==> config.mk <==
export PLATFORM = sky130hd
export DESIGN_NAME = ebc_ctl
export DESIGN_NICKNAME = d
export VERILOG_FILES = /design/src/verilog/ebc_ctl.v /design/src/verilog/ebc_fifo.v /design/src/verilog/ebc_sync2.v
export VERILOG_INCLUDE_DIRS = /design/src /design/src/verilog
export SDC_FILE = /design/constraint.sdc
export NUM_CORES = 1
export LEC_CHECK = 0
export BUFFER_PORTS_ARGS = -buffer_cell sky130_fd_sc_hd__buf_2
export CORE_MARGIN = 5
export CORE_UTILIZATION = 40
export DETAILED_ROUTE_END_ITERATION = 6
export PLACE_DENSITY_LB_ADDON = 0.25
export SLEW_MARGIN = 20
export SYNTH_ARGS = -nofsm -noshare
export SYNTH_HDL_FRONTEND = slang
export SYNTH_SLANG_ARGS = --single-unit
==> constraint.sdc <==
create_clock -name clock -period 7.9 [get_ports clock]
set_input_delay 0.395 -clock clock [delete_from_list [all_inputs] [get_ports clock]]
set_output_delay 0.395 -clock clock [all_outputs]
set_load 0.02 [all_outputs]
==> src/verilog/ebc_regs.vh <==
`ifndef EBC_REGS_VH
`define EBC_REGS_VH

// ****************************************
// Bus sequencer states
// ****************************************
`define EBC_ST_IDLE 2'h0
`define EBC_ST_XFER 2'h1
`define EBC_ST_SDCMD 2'h2

// ****************************************
// Memory command codes on sd_cmd_code
// ****************************************
`define EBC_CMD_NOP 3'h0
`define EBC_CMD_ACTIVATE 3'h1
`define EBC_CMD_READ 3'h2
`define EBC_CMD_WRITE 3'h3
`define EBC_CMD_PRECHARGE 3'h4
`define EBC_CMD_REFRESH 3'h5
`define EBC_CMD_MODE_SET 3'h6

// ****************************************
// Strobe patterns {ras_n, cas_n, we_n}
// ****************************************
`define EBC_RCW_NOP 3'h7
`define EBC_RCW_ACTIVATE 3'h3
`define EBC_RCW_READ 3'h5
`define EBC_RCW_WRITE 3'h4
`define EBC_RCW_PRECHARGE 3'h2
`define EBC_RCW_REFRESH 3'h1
`define EBC_RCW_MODE_SET 3'h0

// ****************************************
// Sizes and fixed values
// ****************************************
`define EBC_ADDR_W 24
`define EBC_DATA_W 32
`define EBC_BANKS 4
`define EBC_LEN_W 4
`define EBC_FIFO_DEPTH 16
`define EBC_KEEPER_ID_HI 2'h0
`define EBC_ADDR_BIT10 10

`endif

==> src/verilog/ebc_ctl.v <==
// Contract
// - Burst-continue marks data belonging to consecutive burst addresses.
// - Address is not advanced on the bus during a burst.
// - Burst reads are allowed, including of slave processor port buffers.
// - Burst-continue high after first access, low on the final data cycle.
// - Burst-continue keeper holds last level, only for processor id 00x.
// - Device pulls acknowledge low while its own io registers are not ready.
// - Suspend sampled low floats address, data, selects, strobes next cycle.
// - Access attempted during suspend stalls until suspend is released.
// - Memory commands encoded on row, column, write strobes, selects, bit 10.
// - Data mask zero latency on writes, set for precharge and power-up init.
// - Second memory clock; clock one alone or both may float.
// - Bank select asserts with address, releases after acknowledge sampled high.
// - Memory bit 10 output replaces address bit 10 only in memory accesses.
`timescale 1ns/100ps
`include "ebc_regs.vh"

module ebc_ctl #(
  parameter ADDR_W = `EBC_ADDR_W,
  parameter DATA_W = `EBC_DATA_W,
  parameter BANKS = `EBC_BANKS,
  parameter LEN_W = `EBC_LEN_W,
  parameter FIFO_DEPTH = `EBC_FIFO_DEPTH
) (
  clock,
  reset_n,
  system_input_clock,
  processor_id,
  ack_in,
  ack_out,
  ack_oe,
  bus_suspend_tristate_n,
  burst_continue_out,
  burst_continue_oe,
  burst_keeper_en,
  addr_out,
  addr_oe,
  data_out,
  data_in,
  data_oe,
  bank_select_n,
  select_oe,
  rd_n,
  wr_n,
  strobe_oe,
  ras_n,
  cas_n,
  sdram_write_enable_n,
  sdram_addr_bit10,
  data_mask,
  mem_clock_out_0,
  mem_clock_out_1,
  mem_clock_oe_0,
  mem_clock_oe_1,
  mem_clock_float_1,
  mem_clock_float_all,
  io_slave_access,
  io_slave_ready,
  req_valid,
  req_ready,
  req_write,
  req_sdram,
  req_addr,
  req_len,
  wr_valid,
  wr_ready,
  wr_data,
  rd_valid,
  rd_data,
  sd_cmd_valid,
  sd_cmd_ready,
  sd_cmd_code,
  sd_cmd_bank,
  sd_cmd_a10,
  sd_init_active,
  bus_stalled
);
  input wire clock;
  input wire reset_n;
  input wire system_input_clock;
  input wire [2:0] processor_id;
  input wire ack_in;
  output wire ack_out;
  output wire ack_oe;
  input wire bus_suspend_tristate_n;
  output wire burst_continue_out;
  output wire burst_continue_oe;
  output wire burst_keeper_en;
  output wire [ADDR_W-1:0] addr_out;
  output wire addr_oe;
  output wire [DATA_W-1:0] data_out;
  input wire [DATA_W-1:0] data_in;
  output wire data_oe;
  output wire [BANKS-1:0] bank_select_n;
  output wire select_oe;
  output wire rd_n;
  output wire wr_n;
  output wire strobe_oe;
  output wire ras_n;
  output wire cas_n;
  output wire sdram_write_enable_n;
  output wire sdram_addr_bit10;
  output wire data_mask;
  output wire mem_clock_out_0;
  output wire mem_clock_out_1;
  output wire mem_clock_oe_0;
  output wire mem_clock_oe_1;
  input wire mem_clock_float_1;
  input wire mem_clock_float_all;
  input wire io_slave_access;
  input wire io_slave_ready;
  input wire req_valid;
  output wire req_ready;
  input wire req_write;
  input wire req_sdram;
  input wire [ADDR_W-1:0] req_addr;
  input wire [LEN_W-1:0] req_len;
  input wire wr_valid;
  output wire wr_ready;
  input wire [DATA_W-1:0] wr_data;
  output wire rd_valid;
  output wire [DATA_W-1:0] rd_data;
  input wire sd_cmd_valid;
  output wire sd_cmd_ready;
  input wire [2:0] sd_cmd_code;
  input wire [1:0] sd_cmd_bank;
  input wire sd_cmd_a10;
  input wire sd_init_active;
  output wire bus_stalled;

  // ****************************************
  // Helper functions
  // ****************************************
  function [2:0] cmd_strobes;
    input [2:0] code;
    begin
      case (code)
        `EBC_CMD_ACTIVATE: cmd_strobes = `EBC_RCW_ACTIVATE;
        `EBC_CMD_READ: cmd_strobes = `EBC_RCW_READ;
        `EBC_CMD_WRITE: cmd_strobes = `EBC_RCW_WRITE;
        `EBC_CMD_PRECHARGE: cmd_strobes = `EBC_RCW_PRECHARGE;
        `EBC_CMD_REFRESH: cmd_strobes = `EBC_RCW_REFRESH;
        `EBC_CMD_MODE_SET: cmd_strobes = `EBC_RCW_MODE_SET;
        default: cmd_strobes = `EBC_RCW_NOP;
      endcase
    end
  endfunction

  // One-hot active-low bank select from a two-bit bank: the top two address bits or sd_cmd_bank
  function [BANKS-1:0] bank_decode;
    input [1:0] bank;
    begin
      bank_decode = ~({{(BANKS-1){1'b0}}, 1'b1} << bank);
    end
  endfunction

  // ****************************************
  // Pin synchronisers
  // ****************************************
  wire [6:0] pins_sync;
  wire [DATA_W-1:0] data_in_sync;
  wire clk_s;
  wire ack_s;
  wire susp_n_s;
  wire io_acc_s;
  wire [2:0] id_s;

  ebc_sync2 #(.WIDTH(7)) u_sync_ctl (
    .clock(clock),
    .reset_n(reset_n),
    .async_in({processor_id, io_slave_access, bus_suspend_tristate_n, ack_in,
               system_input_clock}),
    .sync_out(pins_sync)
  );

  ebc_sync2 #(.WIDTH(DATA_W)) u_sync_data (
    .clock(clock),
    .reset_n(reset_n),
    .async_in(data_in),
    .sync_out(data_in_sync)
  );

  assign clk_s = pins_sync[0];
  assign ack_s = pins_sync[1];
  assign susp_n_s = pins_sync[2];
  assign io_acc_s = pins_sync[3];
  assign id_s = pins_sync[6:4];

  // ****************************************
  // Write data FIFO
  // ****************************************
  wire fifo_valid;
  wire [DATA_W-1:0] fifo_data;
  reg pop_now;

  ebc_fifo #(.WIDTH(DATA_W), .DEPTH(FIFO_DEPTH), .AW(4)) u_fifo (
    .clock(clock),
    .reset_n(reset_n),
    .in_valid(wr_valid),
    .in_ready(wr_ready),
    .in_data(wr_data),
    .out_valid(fifo_valid),
    .out_ready(pop_now),
    .out_data(fifo_data)
  );

  // ****************************************
  // Input clock edge and sequencer state
  // ****************************************
  reg clk_d_reg;
  reg [1:0] state_reg;
  reg susp_reg;
  reg [ADDR_W-1:0] addr_reg;
  reg write_reg;
  reg [LEN_W-1:0] last_reg;
  reg [LEN_W-1:0] cnt_reg;
  reg burst_reg;
  reg loaded_reg;
  reg [DATA_W-1:0] dout_reg;
  reg [DATA_W-1:0] rd_data_reg;
  reg rd_valid_reg;
  reg [2:0] rcw_reg;
  reg [BANKS-1:0] sel_reg;
  reg a10_reg;
  reg mask_reg;
  reg ack_drive_reg;
  reg keep_reg;
  reg mclk_reg;

  wire clk_rise;
  wire busy;
  wire complete;
  wire last_word;

  assign clk_rise = clk_s && !clk_d_reg;
  assign busy = (state_reg != `EBC_ST_IDLE);
  assign last_word = (cnt_reg == last_reg);
  // Completion needs ack high at the edge, no suspend and a word to write
  assign complete = clk_rise && (state_reg == `EBC_ST_XFER) && ack_s && susp_n_s &&
                    (!write_reg || loaded_reg);
  assign req_ready = clk_rise && (state_reg == `EBC_ST_IDLE) && susp_n_s &&
                     !sd_cmd_valid && (!req_write || fifo_valid);
  assign sd_cmd_ready = clk_rise && (state_reg == `EBC_ST_IDLE) && susp_n_s;

  always @* begin
    pop_now = 1'b0;
    if (req_valid && req_ready && req_write) begin
      pop_now = 1'b1;
    end else if (state_reg == `EBC_ST_XFER && write_reg && fifo_valid &&
                 (complete ? !last_word : !loaded_reg)) begin
      pop_now = 1'b1;
    end
  end

  always @(posedge clock) begin
    if (!reset_n) begin
      clk_d_reg <= 1'b0;
      state_reg <= `EBC_ST_IDLE;
      susp_reg <= 1'b0;
      addr_reg <= {ADDR_W{1'b0}};
      write_reg <= 1'b0;
      last_reg <= {LEN_W{1'b0}};
      cnt_reg <= {LEN_W{1'b0}};
      burst_reg <= 1'b0;
      loaded_reg <= 1'b0;
      dout_reg <= {DATA_W{1'b0}};
      rd_data_reg <= {DATA_W{1'b0}};
      rd_valid_reg <= 1'b0;
      rcw_reg <= `EBC_RCW_NOP;
      sel_reg <= {BANKS{1'b1}};
      a10_reg <= 1'b0;
      mask_reg <= 1'b1;
      ack_drive_reg <= 1'b0;
      keep_reg <= 1'b0;
      mclk_reg <= 1'b0;
    end else begin
      clk_d_reg <= clk_s;
      mclk_reg <= clk_s;
      rd_valid_reg <= 1'b0;
      // Io registers not ready: hold the other master off
      ack_drive_reg <= io_acc_s && !io_slave_ready;
      if (clk_rise) begin
        susp_reg <= !susp_n_s;
      end
      if (burst_continue_oe) begin
        keep_reg <= burst_reg;
      end
      if (pop_now) begin
        dout_reg <= fifo_data;
        loaded_reg <= 1'b1;
      end else if (complete) begin
        loaded_reg <= 1'b0;
      end
      mask_reg <= sd_init_active || (state_reg == `EBC_ST_SDCMD &&
                  rcw_reg == `EBC_RCW_PRECHARGE);
      case (state_reg)
        `EBC_ST_IDLE: begin
          if (sd_cmd_valid && sd_cmd_ready) begin
            rcw_reg <= cmd_strobes(sd_cmd_code);
            sel_reg <= bank_decode(sd_cmd_bank);
            a10_reg <= sd_cmd_a10;
            state_reg <= `EBC_ST_SDCMD;
          end else if (req_valid && req_ready) begin
            // Address is driven once and held for the whole burst
            addr_reg <= req_addr;
            write_reg <= req_write;
            last_reg <= req_len;
            cnt_reg <= {LEN_W{1'b0}};
            burst_reg <= 1'b0;
            sel_reg <= bank_decode(req_addr[ADDR_W-1:ADDR_W-2]);
            a10_reg <= req_sdram ? req_addr[`EBC_ADDR_BIT10] : 1'b0;
            rcw_reg <= req_sdram ? (req_write ? `EBC_RCW_WRITE : `EBC_RCW_READ) :
                       `EBC_RCW_NOP;
            state_reg <= `EBC_ST_XFER;
          end
        end
        `EBC_ST_XFER: begin
          if (complete) begin
            if (!write_reg) begin
              rd_data_reg <= data_in_sync;
              rd_valid_reg <= 1'b1;
            end
            if (last_word) begin
              burst_reg <= 1'b0;
              sel_reg <= {BANKS{1'b1}};
              a10_reg <= 1'b0;
              rcw_reg <= `EBC_RCW_NOP;
              state_reg <= `EBC_ST_IDLE;
            end else begin
              cnt_reg <= cnt_reg + {{(LEN_W-1){1'b0}}, 1'b1};
              // High on middle words, low again for the final data cycle
              burst_reg <= (cnt_reg + {{(LEN_W-1){1'b0}}, 1'b1}) != last_reg;
            end
          end
        end
        `EBC_ST_SDCMD: begin
          // Command strobes stand until the next input clock rise with suspend released, one period unless suspended
          if (clk_rise && susp_n_s) begin
            rcw_reg <= `EBC_RCW_NOP;
            sel_reg <= {BANKS{1'b1}};
            a10_reg <= 1'b0;
            state_reg <= `EBC_ST_IDLE;
          end
        end
        default: begin
          state_reg <= `EBC_ST_IDLE;
        end
      endcase
    end
  end

  // ****************************************
  // Pin drive
  // ****************************************
  assign addr_out = addr_reg;
  assign addr_oe = busy && !susp_reg;
  assign data_out = dout_reg;
  // Write data and mask leave together: zero-latency mask on writes
  assign data_oe = busy && write_reg && loaded_reg && !susp_reg;
  assign bank_select_n = sel_reg;
  assign select_oe = !susp_reg;
  assign rd_n = !(state_reg == `EBC_ST_XFER && !write_reg);
  assign wr_n = !(state_reg == `EBC_ST_XFER && write_reg && loaded_reg);
  assign strobe_oe = !susp_reg;
  assign ras_n = rcw_reg[2];
  assign cas_n = rcw_reg[1];
  assign sdram_write_enable_n = rcw_reg[0];
  assign sdram_addr_bit10 = a10_reg;
  assign data_mask = mask_reg;
  // Released pin shows the last driven level, as the keeper would hold it
  assign burst_continue_out = burst_continue_oe ? burst_reg : keep_reg;
  assign burst_continue_oe = (state_reg == `EBC_ST_XFER) && !susp_reg;
  assign burst_keeper_en = (id_s[2:1] == `EBC_KEEPER_ID_HI);
  assign ack_out = 1'b0;
  assign ack_oe = ack_drive_reg;
  assign mem_clock_out_0 = mclk_reg;
  assign mem_clock_out_1 = mclk_reg;
  assign mem_clock_oe_0 = !mem_clock_float_all;
  assign mem_clock_oe_1 = !(mem_clock_float_all || mem_clock_float_1);
  assign rd_valid = rd_valid_reg;
  assign rd_data = rd_data_reg;
  assign bus_stalled = busy && susp_reg;
endmodule

==> src/verilog/ebc_fifo.v <==
`timescale 1ns/100ps

// ****************************************
// Write data FIFO
// ****************************************
module ebc_fifo #(
  parameter WIDTH = 32,
  parameter DEPTH = 16,
  parameter AW = 4
) (
  clock,
  reset_n,
  in_valid,
  in_ready,
  in_data,
  out_valid,
  out_ready,
  out_data
);
  input wire clock;
  input wire reset_n;
  input wire in_valid;
  output wire in_ready;
  input wire [WIDTH-1:0] in_data;
  output wire out_valid;
  input wire out_ready;
  output wire [WIDTH-1:0] out_data;

  reg [WIDTH-1:0] mem_reg [0:DEPTH-1];
  reg [AW-1:0] wr_ptr_reg;
  reg [AW-1:0] rd_ptr_reg;
  reg [AW:0] count_reg;

  wire push;
  wire pop;

  assign in_ready = (count_reg != DEPTH[AW:0]);
  assign out_valid = (count_reg != {(AW+1){1'b0}});
  assign push = in_valid && in_ready;
  assign pop = out_valid && out_ready;
  assign out_data = mem_reg[rd_ptr_reg];

  // Pointer wrap assumes DEPTH is a power of two
  always @(posedge clock) begin
    if (!reset_n) begin
      wr_ptr_reg <= {AW{1'b0}};
      rd_ptr_reg <= {AW{1'b0}};
      count_reg <= {(AW+1){1'b0}};
    end else begin
      if (push) begin
        wr_ptr_reg <= wr_ptr_reg + {{(AW-1){1'b0}}, 1'b1};
      end
      if (pop) begin
        rd_ptr_reg <= rd_ptr_reg + {{(AW-1){1'b0}}, 1'b1};
      end
      if (push && !pop) begin
        count_reg <= count_reg + {{AW{1'b0}}, 1'b1};
      end else if (pop && !push) begin
        count_reg <= count_reg - {{AW{1'b0}}, 1'b1};
      end
    end
  end

  always @(posedge clock) begin
    if (push) begin
      mem_reg[wr_ptr_reg] <= in_data;
    end
  end
endmodule

==> src/verilog/ebc_sync2.v <==
`timescale 1ns/100ps

// ****************************************
// Two-stage synchroniser
// ****************************************
module ebc_sync2 #(
  parameter WIDTH = 1
) (
  clock,
  reset_n,
  async_in,
  sync_out
);
  input wire clock;
  input wire reset_n;
  input wire [WIDTH-1:0] async_in;
  output wire [WIDTH-1:0] sync_out;

  reg [WIDTH-1:0] stage1_reg;
  reg [WIDTH-1:0] stage2_reg;

  // Stage one feeds stage two only
  always @(posedge clock) begin
    if (!reset_n) begin
      stage1_reg <= {WIDTH{1'b0}};
      stage2_reg <= {WIDTH{1'b0}};
    end else begin
      stage1_reg <= async_in;
      stage2_reg <= stage1_reg;
    end
  end

  assign sync_out = stage2_reg;
endmodule
; ---- After elaboration in Yosys (flattened, before gate mapping)
; Memory sizes are Yosys's and may differ from the RTL's. A register that Yosys moved wholly into a read port is not among the register bits.
; Index checks and enable logic that the tools add are counted.
[totals]
regBits = 174
latch_bits = 0
ram_bits = 512
mem_bits_ro = 0
input_bits = 116
output_inout_bits = 117
elab_cells = 169
n_memories = 1
[memory_table]
columns = memory, words, width, read_ports, rd_ports_with_merged_regs, write_ports, line
row1 = u_fifo.mem_reg, 16, 32, 1, 1, 1, ebc_fifo.v:29  ; reg [WIDTH-1:0] mem_reg [0:DEPTH-1];
[classes]
addsub = 5
n_mul = 0
div_mod_pow = 0
magnitude_cmp = 0
n_eq_ne = 19
n_shift = 2
muxes = 49
n_bitwise = 4
reduce_logical = 65
[ops]
columns = cell, n
row1 = $mux 4, 9
row2 = $logic_and 1x1->1, 30
row3 = $mux 1, 20
row4 = $pmux 3 s6, 1
row5 = $logic_not 1->1, 16
row6 = $mux 3, 5
row7 = $add 4x1->4 const B, 3
row8 = $mux 2, 6
row9 = $pmux 4 s3, 1
row10 = $mux 5, 2
row11 = $reduce_and 5->1, 2
row12 = $eq 3x2->1 const B, 3
row13 = $eq 3x3->1 const B, 3
row14 = $pmux 3 s3, 1
row15 = $reduce_and 3->1, 3
row16 = $ne 2x2->1 const B, 4
row17 = $not 4->4, 2
row18 = $pmux 4 s2, 1
row19 = $reduce_and 4->1, 2
row20 = $reduce_bool 2->1, 4
row21 = $shl 1x2->4 const A, 2
row22 = $pmux 2 s3, 1
row23 = $add 5x1->5 const B, 1
row24 = $ne 5x5->1 const B, 1
row25 = other kinds (15), 21

; ---- Logic depth before layout (Yosys ltp)
[logic_depth]
depth_word = 14
depth_mapped = 17
mapped_depth_nobuf = 16

; ---- By module
; Synthesis repeated with hierarchy kept, for this count alone.
[hier_totals]
hier_cells = 1620
area_unflattened_um2 = 27124.8
[modules_own_cells]
columns = module, n_inst, cells_per_inst, area_each_um2, seq_area_each_um2
row1 = ebc_fifo, 1, 892, 20086.8, 15715.1
row2 = ebc_ctl, 1, 565, 4854.7, 2302.2
row3 = ebc_sync2 (u_sync_data), 1, 134, 1791.7, 1281.2
row4 = ebc_sync2 (u_sync_ctl), 1, 29, 391.6, 280.3

; ---- Worst setup path after synthesis
; OpenSTA, ideal clock, no wires.
[synth_path]
path_type = register -> register
start = reg u_fifo.count_reg[0]
end = mem u_fifo.mem_reg[3][0], enable pin
setup_time_ns = 0.461
t_arrival_ns = 3.468
required_ns = 7.439
setup_slack_ns = 3.971
path_stages_with_launch = 7
path_buffers = 1
synth_period_minus_slack_ns = 3.929
path_cell_list = dfxtp_1 -> nor4_1 -> nand2_1 -> and2_1 -> clkbuf_1 -> nand2_1 -> nor3_1
[synth_between]
elab_chain_len = 4
[synth_lines]
columns = element, line
row1 = start: declaration, ebc_fifo.v:32  ; reg [AW:0] count_reg;
row2 = start signal: assignment, ebc_fifo.v:48  ; count_reg <= {(AW+1){1'b0}};
row3 = start signal: assignment, ebc_fifo.v:57  ; count_reg <= count_reg + {{AW{1'b0}}, 1'b1};
row4 = start signal: assignment, ebc_fifo.v:59  ; count_reg <= count_reg - {{AW{1'b0}}, 1'b1};
row5 = $ne 5x5->1, ebc_fifo.v:37  ; assign in_ready = (count_reg != DEPTH[AW:0]);
row6 = net wr_ready, ebc_ctl.v:119  ; output wire wr_ready;
row7 = $logic_and 1x1->1, ebc_fifo.v:39  ; assign push = in_valid && in_ready;
row8 = net u_fifo.push, ebc_fifo.v:34  ; wire push;
row9 = $mux 1, ebc_fifo.v:65  ; if (push) begin
row10 = $mux 1 (implied by the code), ebc_fifo.v:66  ; mem_reg[wr_ptr_reg] <= in_data;
row11 = end: declaration, ebc_fifo.v:29
; The timed path passes the listed nets, and every way through them passes these cells.

; ---- Worst setup path after layout
[layout_path]
start = reg state_reg[1]
end = reg u_fifo.count_reg[4]
[layout_between]
elab_chain_len = 13
word_cells_on_any_way = 24
cone_classes = eq/ne (1) / mux (4) / reduce/logical (19)
[layout_lines]
columns = element, line
row1 = start: declaration, ebc_ctl.v:211  ; reg [1:0] state_reg;
row2 = start signal: assignment, ebc_ctl.v:258  ; state_reg <= `EBC_ST_IDLE;
row3 = start signal: assignment, ebc_ctl.v:302  ; state_reg <= `EBC_ST_SDCMD;
row4 = start signal: assignment, ebc_ctl.v:314  ; state_reg <= `EBC_ST_XFER;
row5 = $eq 2x1->1, n/a
row6 = $logic_and 1x1->1 (4 in series), ebc_ctl.v:239  ; assign complete = clk_rise && (state_reg == `EBC_ST_XFER) && ack_s && susp_n_s &&
row7 = $mux 1, ebc_ctl.v:250  ; (complete ? !last_word : !loaded_reg)) begin
row8 = $logic_and 1x1->1, ebc_ctl.v:249  ; end else if (state_reg == `EBC_ST_XFER && write_reg && fifo_valid &&
row9 = $mux 1, ebc_ctl.v:249
row10 = $mux 1 (*), ebc_ctl.v:247  ; if (req_valid && req_ready && req_write) begin
row11 = $logic_and 1x1->1 (*), ebc_fifo.v:40  ; assign pop = out_valid && out_ready;
row12 = $logic_not 1->1, ebc_fifo.v:56  ; if (push && !pop) begin
row13 = $logic_and 1x1->1, ebc_fifo.v:56
row14 = $mux 5 / $reduce_bool 2->1 (equally long branches), n/a
; Every way passes the cells marked *; elsewhere a longest branch is shown, timed or not.
; A chain may end at the register's enable or synchronous reset.

==> impl_metrics.py <==
metrics = {
    "layout": {
        "nNetsFinal": 2113,
        "syn_to_final_growth_pct": 19.1,
        "stdcell_area_um2": 31900,
        "largest_register_ffs": 512,
        "fin_util_pct": 48.3,
        "multi_input_area_um2": 6890,
        "drive_above_1_share_pct": 23.4,
        "seq_area_um2": 19500,
        "fillers": 5628,
    },
    "placement": {
        "gp_congestion": 0.754,
        "port-buffer-count": 230,
        "dp_hpwl_mm": 35.8,
        "place_area_um2": 28900,
        "place_ws_ns": 3.36,
    },
    "worst_setup_path": {
        "cp_top_family": "buffers and inverters",
        "rr_startpoint": "state_reg[1]",
        "cpMostUsedCell": "ha_1",
        "r2r_cells": 16,
        "critical_path_buf_inv_count": 4,
        "r2r-end": "u_fifo.count_reg[4]",
        "crit_path_max_fanout": 50,
        "worstSetupEndpoint": "u_fifo.count_reg[4]",
        "cp_cell_sequence": "inv_1 > ha_1 > and4b_1 > o311a_4 > nand2_2 > o21ai_4 > buf_4 > inv_2 > ha_1 > inv_1 > ha_1 > a21o_1 > a21oi_1 > xnor2_1 > or3_1 > a21oi_1",
        "startpoint": "state_reg[1]",
        "cp_slowest_cell": "buf_4",
        "cp.required_ns": 8.43,
        "critical-path-max-stage-delay_ns": 0.55,
        "startpoint_type": "flop",
        "arrival_ns": 5.06,
        "worst-setup-path-type": "flop to flop",
        "rrSetupSlack_ns": 3.37,
        "cp.depth": 16,
        "crit_path_end_kind": "flop",
    },
    "floorplanning": {
        "dieArea_um2": 72200,
        "fp.dieW_um": 269,
        "core_area_um2": 66100,
        "rows": 94,
        "die_h_um": 269,
        "io_pins": 233,
        "start_util_pct": 40.5,
    },
    "drt": {
        "wl_mm": 63.7,
        "vias": 15466,
        "first_pass_iters": 5,
        "post_drt_wl_per_cell_um": 21.8,
        "drc": 0,
        "viasPerCell": 5.31,
        "drtAntennaViolNets": 0,
        "drt_iter0_markers": 1162,
    },
    "sta": {
        "max_slew_margin_pct": 37.0,
        "rsz0062_at_grt": "false",
        "max_freq_mhz": 221,
        "tightest_slew_ns": 0.945,
        "drv_slew": 0,
        "fin_crit_sh_pct": 57.4,
        "finalWorstSetupSlack_ns": 3.37,
        "hold_viol_final": 0,
        "fin_skew_ns": 0.0177,
        "fin_tns_setup_ns": 0,
        "finalSetupViolations": 0,
        "post-route-min-period_ns": 4.53,
    },
    "clocking": {
        "cts_root_buf": "clkbuf_16",
        "cts_buffers": 76,
        "cts_tree": "done",
        "cts_resized": 0,
        "worstSkewPairLatency_ns": 0.61,
        "ctsHoldBuffers": 45,
        "post-cts-setup-buffer-count": 0,
        "cts_num_sinks": 716,
        "cts.clk_slew.worst_paths_ns": 0.06,
        "clk_path_buf_depth": 3,
        "htree_levels": 3,
    },
    "run_status": {
        "status": "finished clean",
    },
    "synthesis": {
        "synth_cell_types": 54,
        "synth_flop_cell": "edfxtp_1",
        "synthesis.nets": 1834,
        "async_flop_share_pct": 0,
        "yosysTopAreaCell": "edfxtp_1",
        "yosysWarnings": 0,
        "syn_area_um2": 26800,
        "yosys.cell_count.top_type": "edfxtp_1",
        "synth_seq_cells": 716,
        "synth_common_cells": "512 x edfxtp_1, 204 x dfxtp_1, 140 x nand2_1",
        "seq_area_frac_synth_pct": 72.7,
        "synthCells": 1703,
        "synth_top_area_share_pct": 57.4,
        "postSynthAreaPerCell_um2": 15.7,
        "synth_edf_count": 512,
        "synth_area_leaders": "edfxtp_1 57%, dfxtp_1 15%, mux4_2 5.4%",
    },
    "job": {
        "maxCapViolCount": 0,
    },
    "global_routing": {
        "overflow": 0,
        "antenna_found_initial": 7,
        "grt_pass1_wl_mm": 94.3,
        "grt_max_degree": 113,
        "grt_pass1_vias": 15483,
        "grtUsageTotal_pct": 17.2,
    },
    "pwr": {
        "power_density_nw_per_um2": 251,
        "p_leak_uw": 0.0108,
        "ir_worst_vdd_mv": 0.148,
    },
    "worst_hold_path": {
        "hold_class": "input port to flop",
    },
}
## report_power, final
part | switching (uW) | leakage [uW] | internal [uW]
combinational | 209 | 0.00324 | 128
sequential | 32.7 | 0.00629 | 4110
clock | 1420 | 0.00124 | 2090
## per-stage QoR
step | total power, uW | std cells | hold slack [ns]
CTS | 8090 | 2908 | 0.000315
floorplan | 4400 | 1703 | 0.412
global route | 8280 | 2909 | 0.0157
finish | 8000 | 2915 | 0.0315
global placement | 4530 | 2723 | 0.413
detailed placement | 4540 | 2723 | 0.419
## how the worst min path moves through the flow
| stage | cells after the start | to | startpoint | slack [ns] |
|---|---|---|---|---|
| 6_report | 3 | addr_out[19] | req_addr[19] | 0.03 |
| 5_1_grt | 3 | addr_out[19] | req_addr[19] | 0.02 |
| 4_1_cts | 3 | addr_out[19] | req_addr[19] | 0.0003 |
| 3_5_place_dp | 1 | u_sync_data.sync_out[18] | u_sync_data.stage1_reg[18] | 0.42 |
| 3_3_place_gp | 1 | u_sync_data.sync_out[19] | u_sync_data.stage1_reg[19] | 0.41 |
| 2_1_floorplan | 1 | u_sync_ctl.sync_out[0] | u_sync_ctl.stage1_reg[0] | 0.41 |
## cells in the final DEF, fill, tap and decap left out, types with 43 or more instances in the layout
cell / n
a21oi_1: 78
edfxtp_1: 512
mux2i_1: 129
and2_1: 83
buf_2: 229
clkbuf_16: 79
a22oi_1: 43
dlygate4sd3_1: 45
dfxtp_1: 200
nand2_1: 140
mux4_2: 64
a221oi_1: 54
## cell type report
class,instances,area share (%)
Clock inverter,26,0.757
Antenna cell,7,0.0549
Tap cell,864,3.39
Inverter,22,0.259
Multi-Input combinational cell,859,21.6
Timing Repair Buffer,307,5.82
Clock buffer,114,7.11
Sequential cell,716,61.0
## kinds of logic (layout without fill, tap and decap cells)
kind of cell,count (synthesis),after routing,share of synthesized area (%)
compound gates,291,291,7.41
xor+xnor,16,16,0.523
fa+ha+maj,15,15,0.729
buf+inv,128,469,2.19
flops,716,716,72.7
mux,195,195,10.3
other cells,1,8,0.0140
simple gates,341,341,6.19
## tightest hold or removal path, delay by kind of cell
kind / cells / cell delay [ns]
buf+inv: 1 / 0.09
compound gates: 1 / 0.05
simple gates: 1 / 0.04
## layer usage
layer / share of wire (%) / routed length [um] / vias up / global-route usage [%]
li1: - / - / 7094 / -
met1: 42 / 26700 / 7844 / 22.5
met2: 50 / 31800 / 419 / 29.3
met3: 6.0 / 3800 / 107 / 3.71
met4: 2.2 / 1390 / 2 / 4.86
met5: 0.020 / 13 / - / 0
Note: power is estimated with default switching activity, not from simulation.
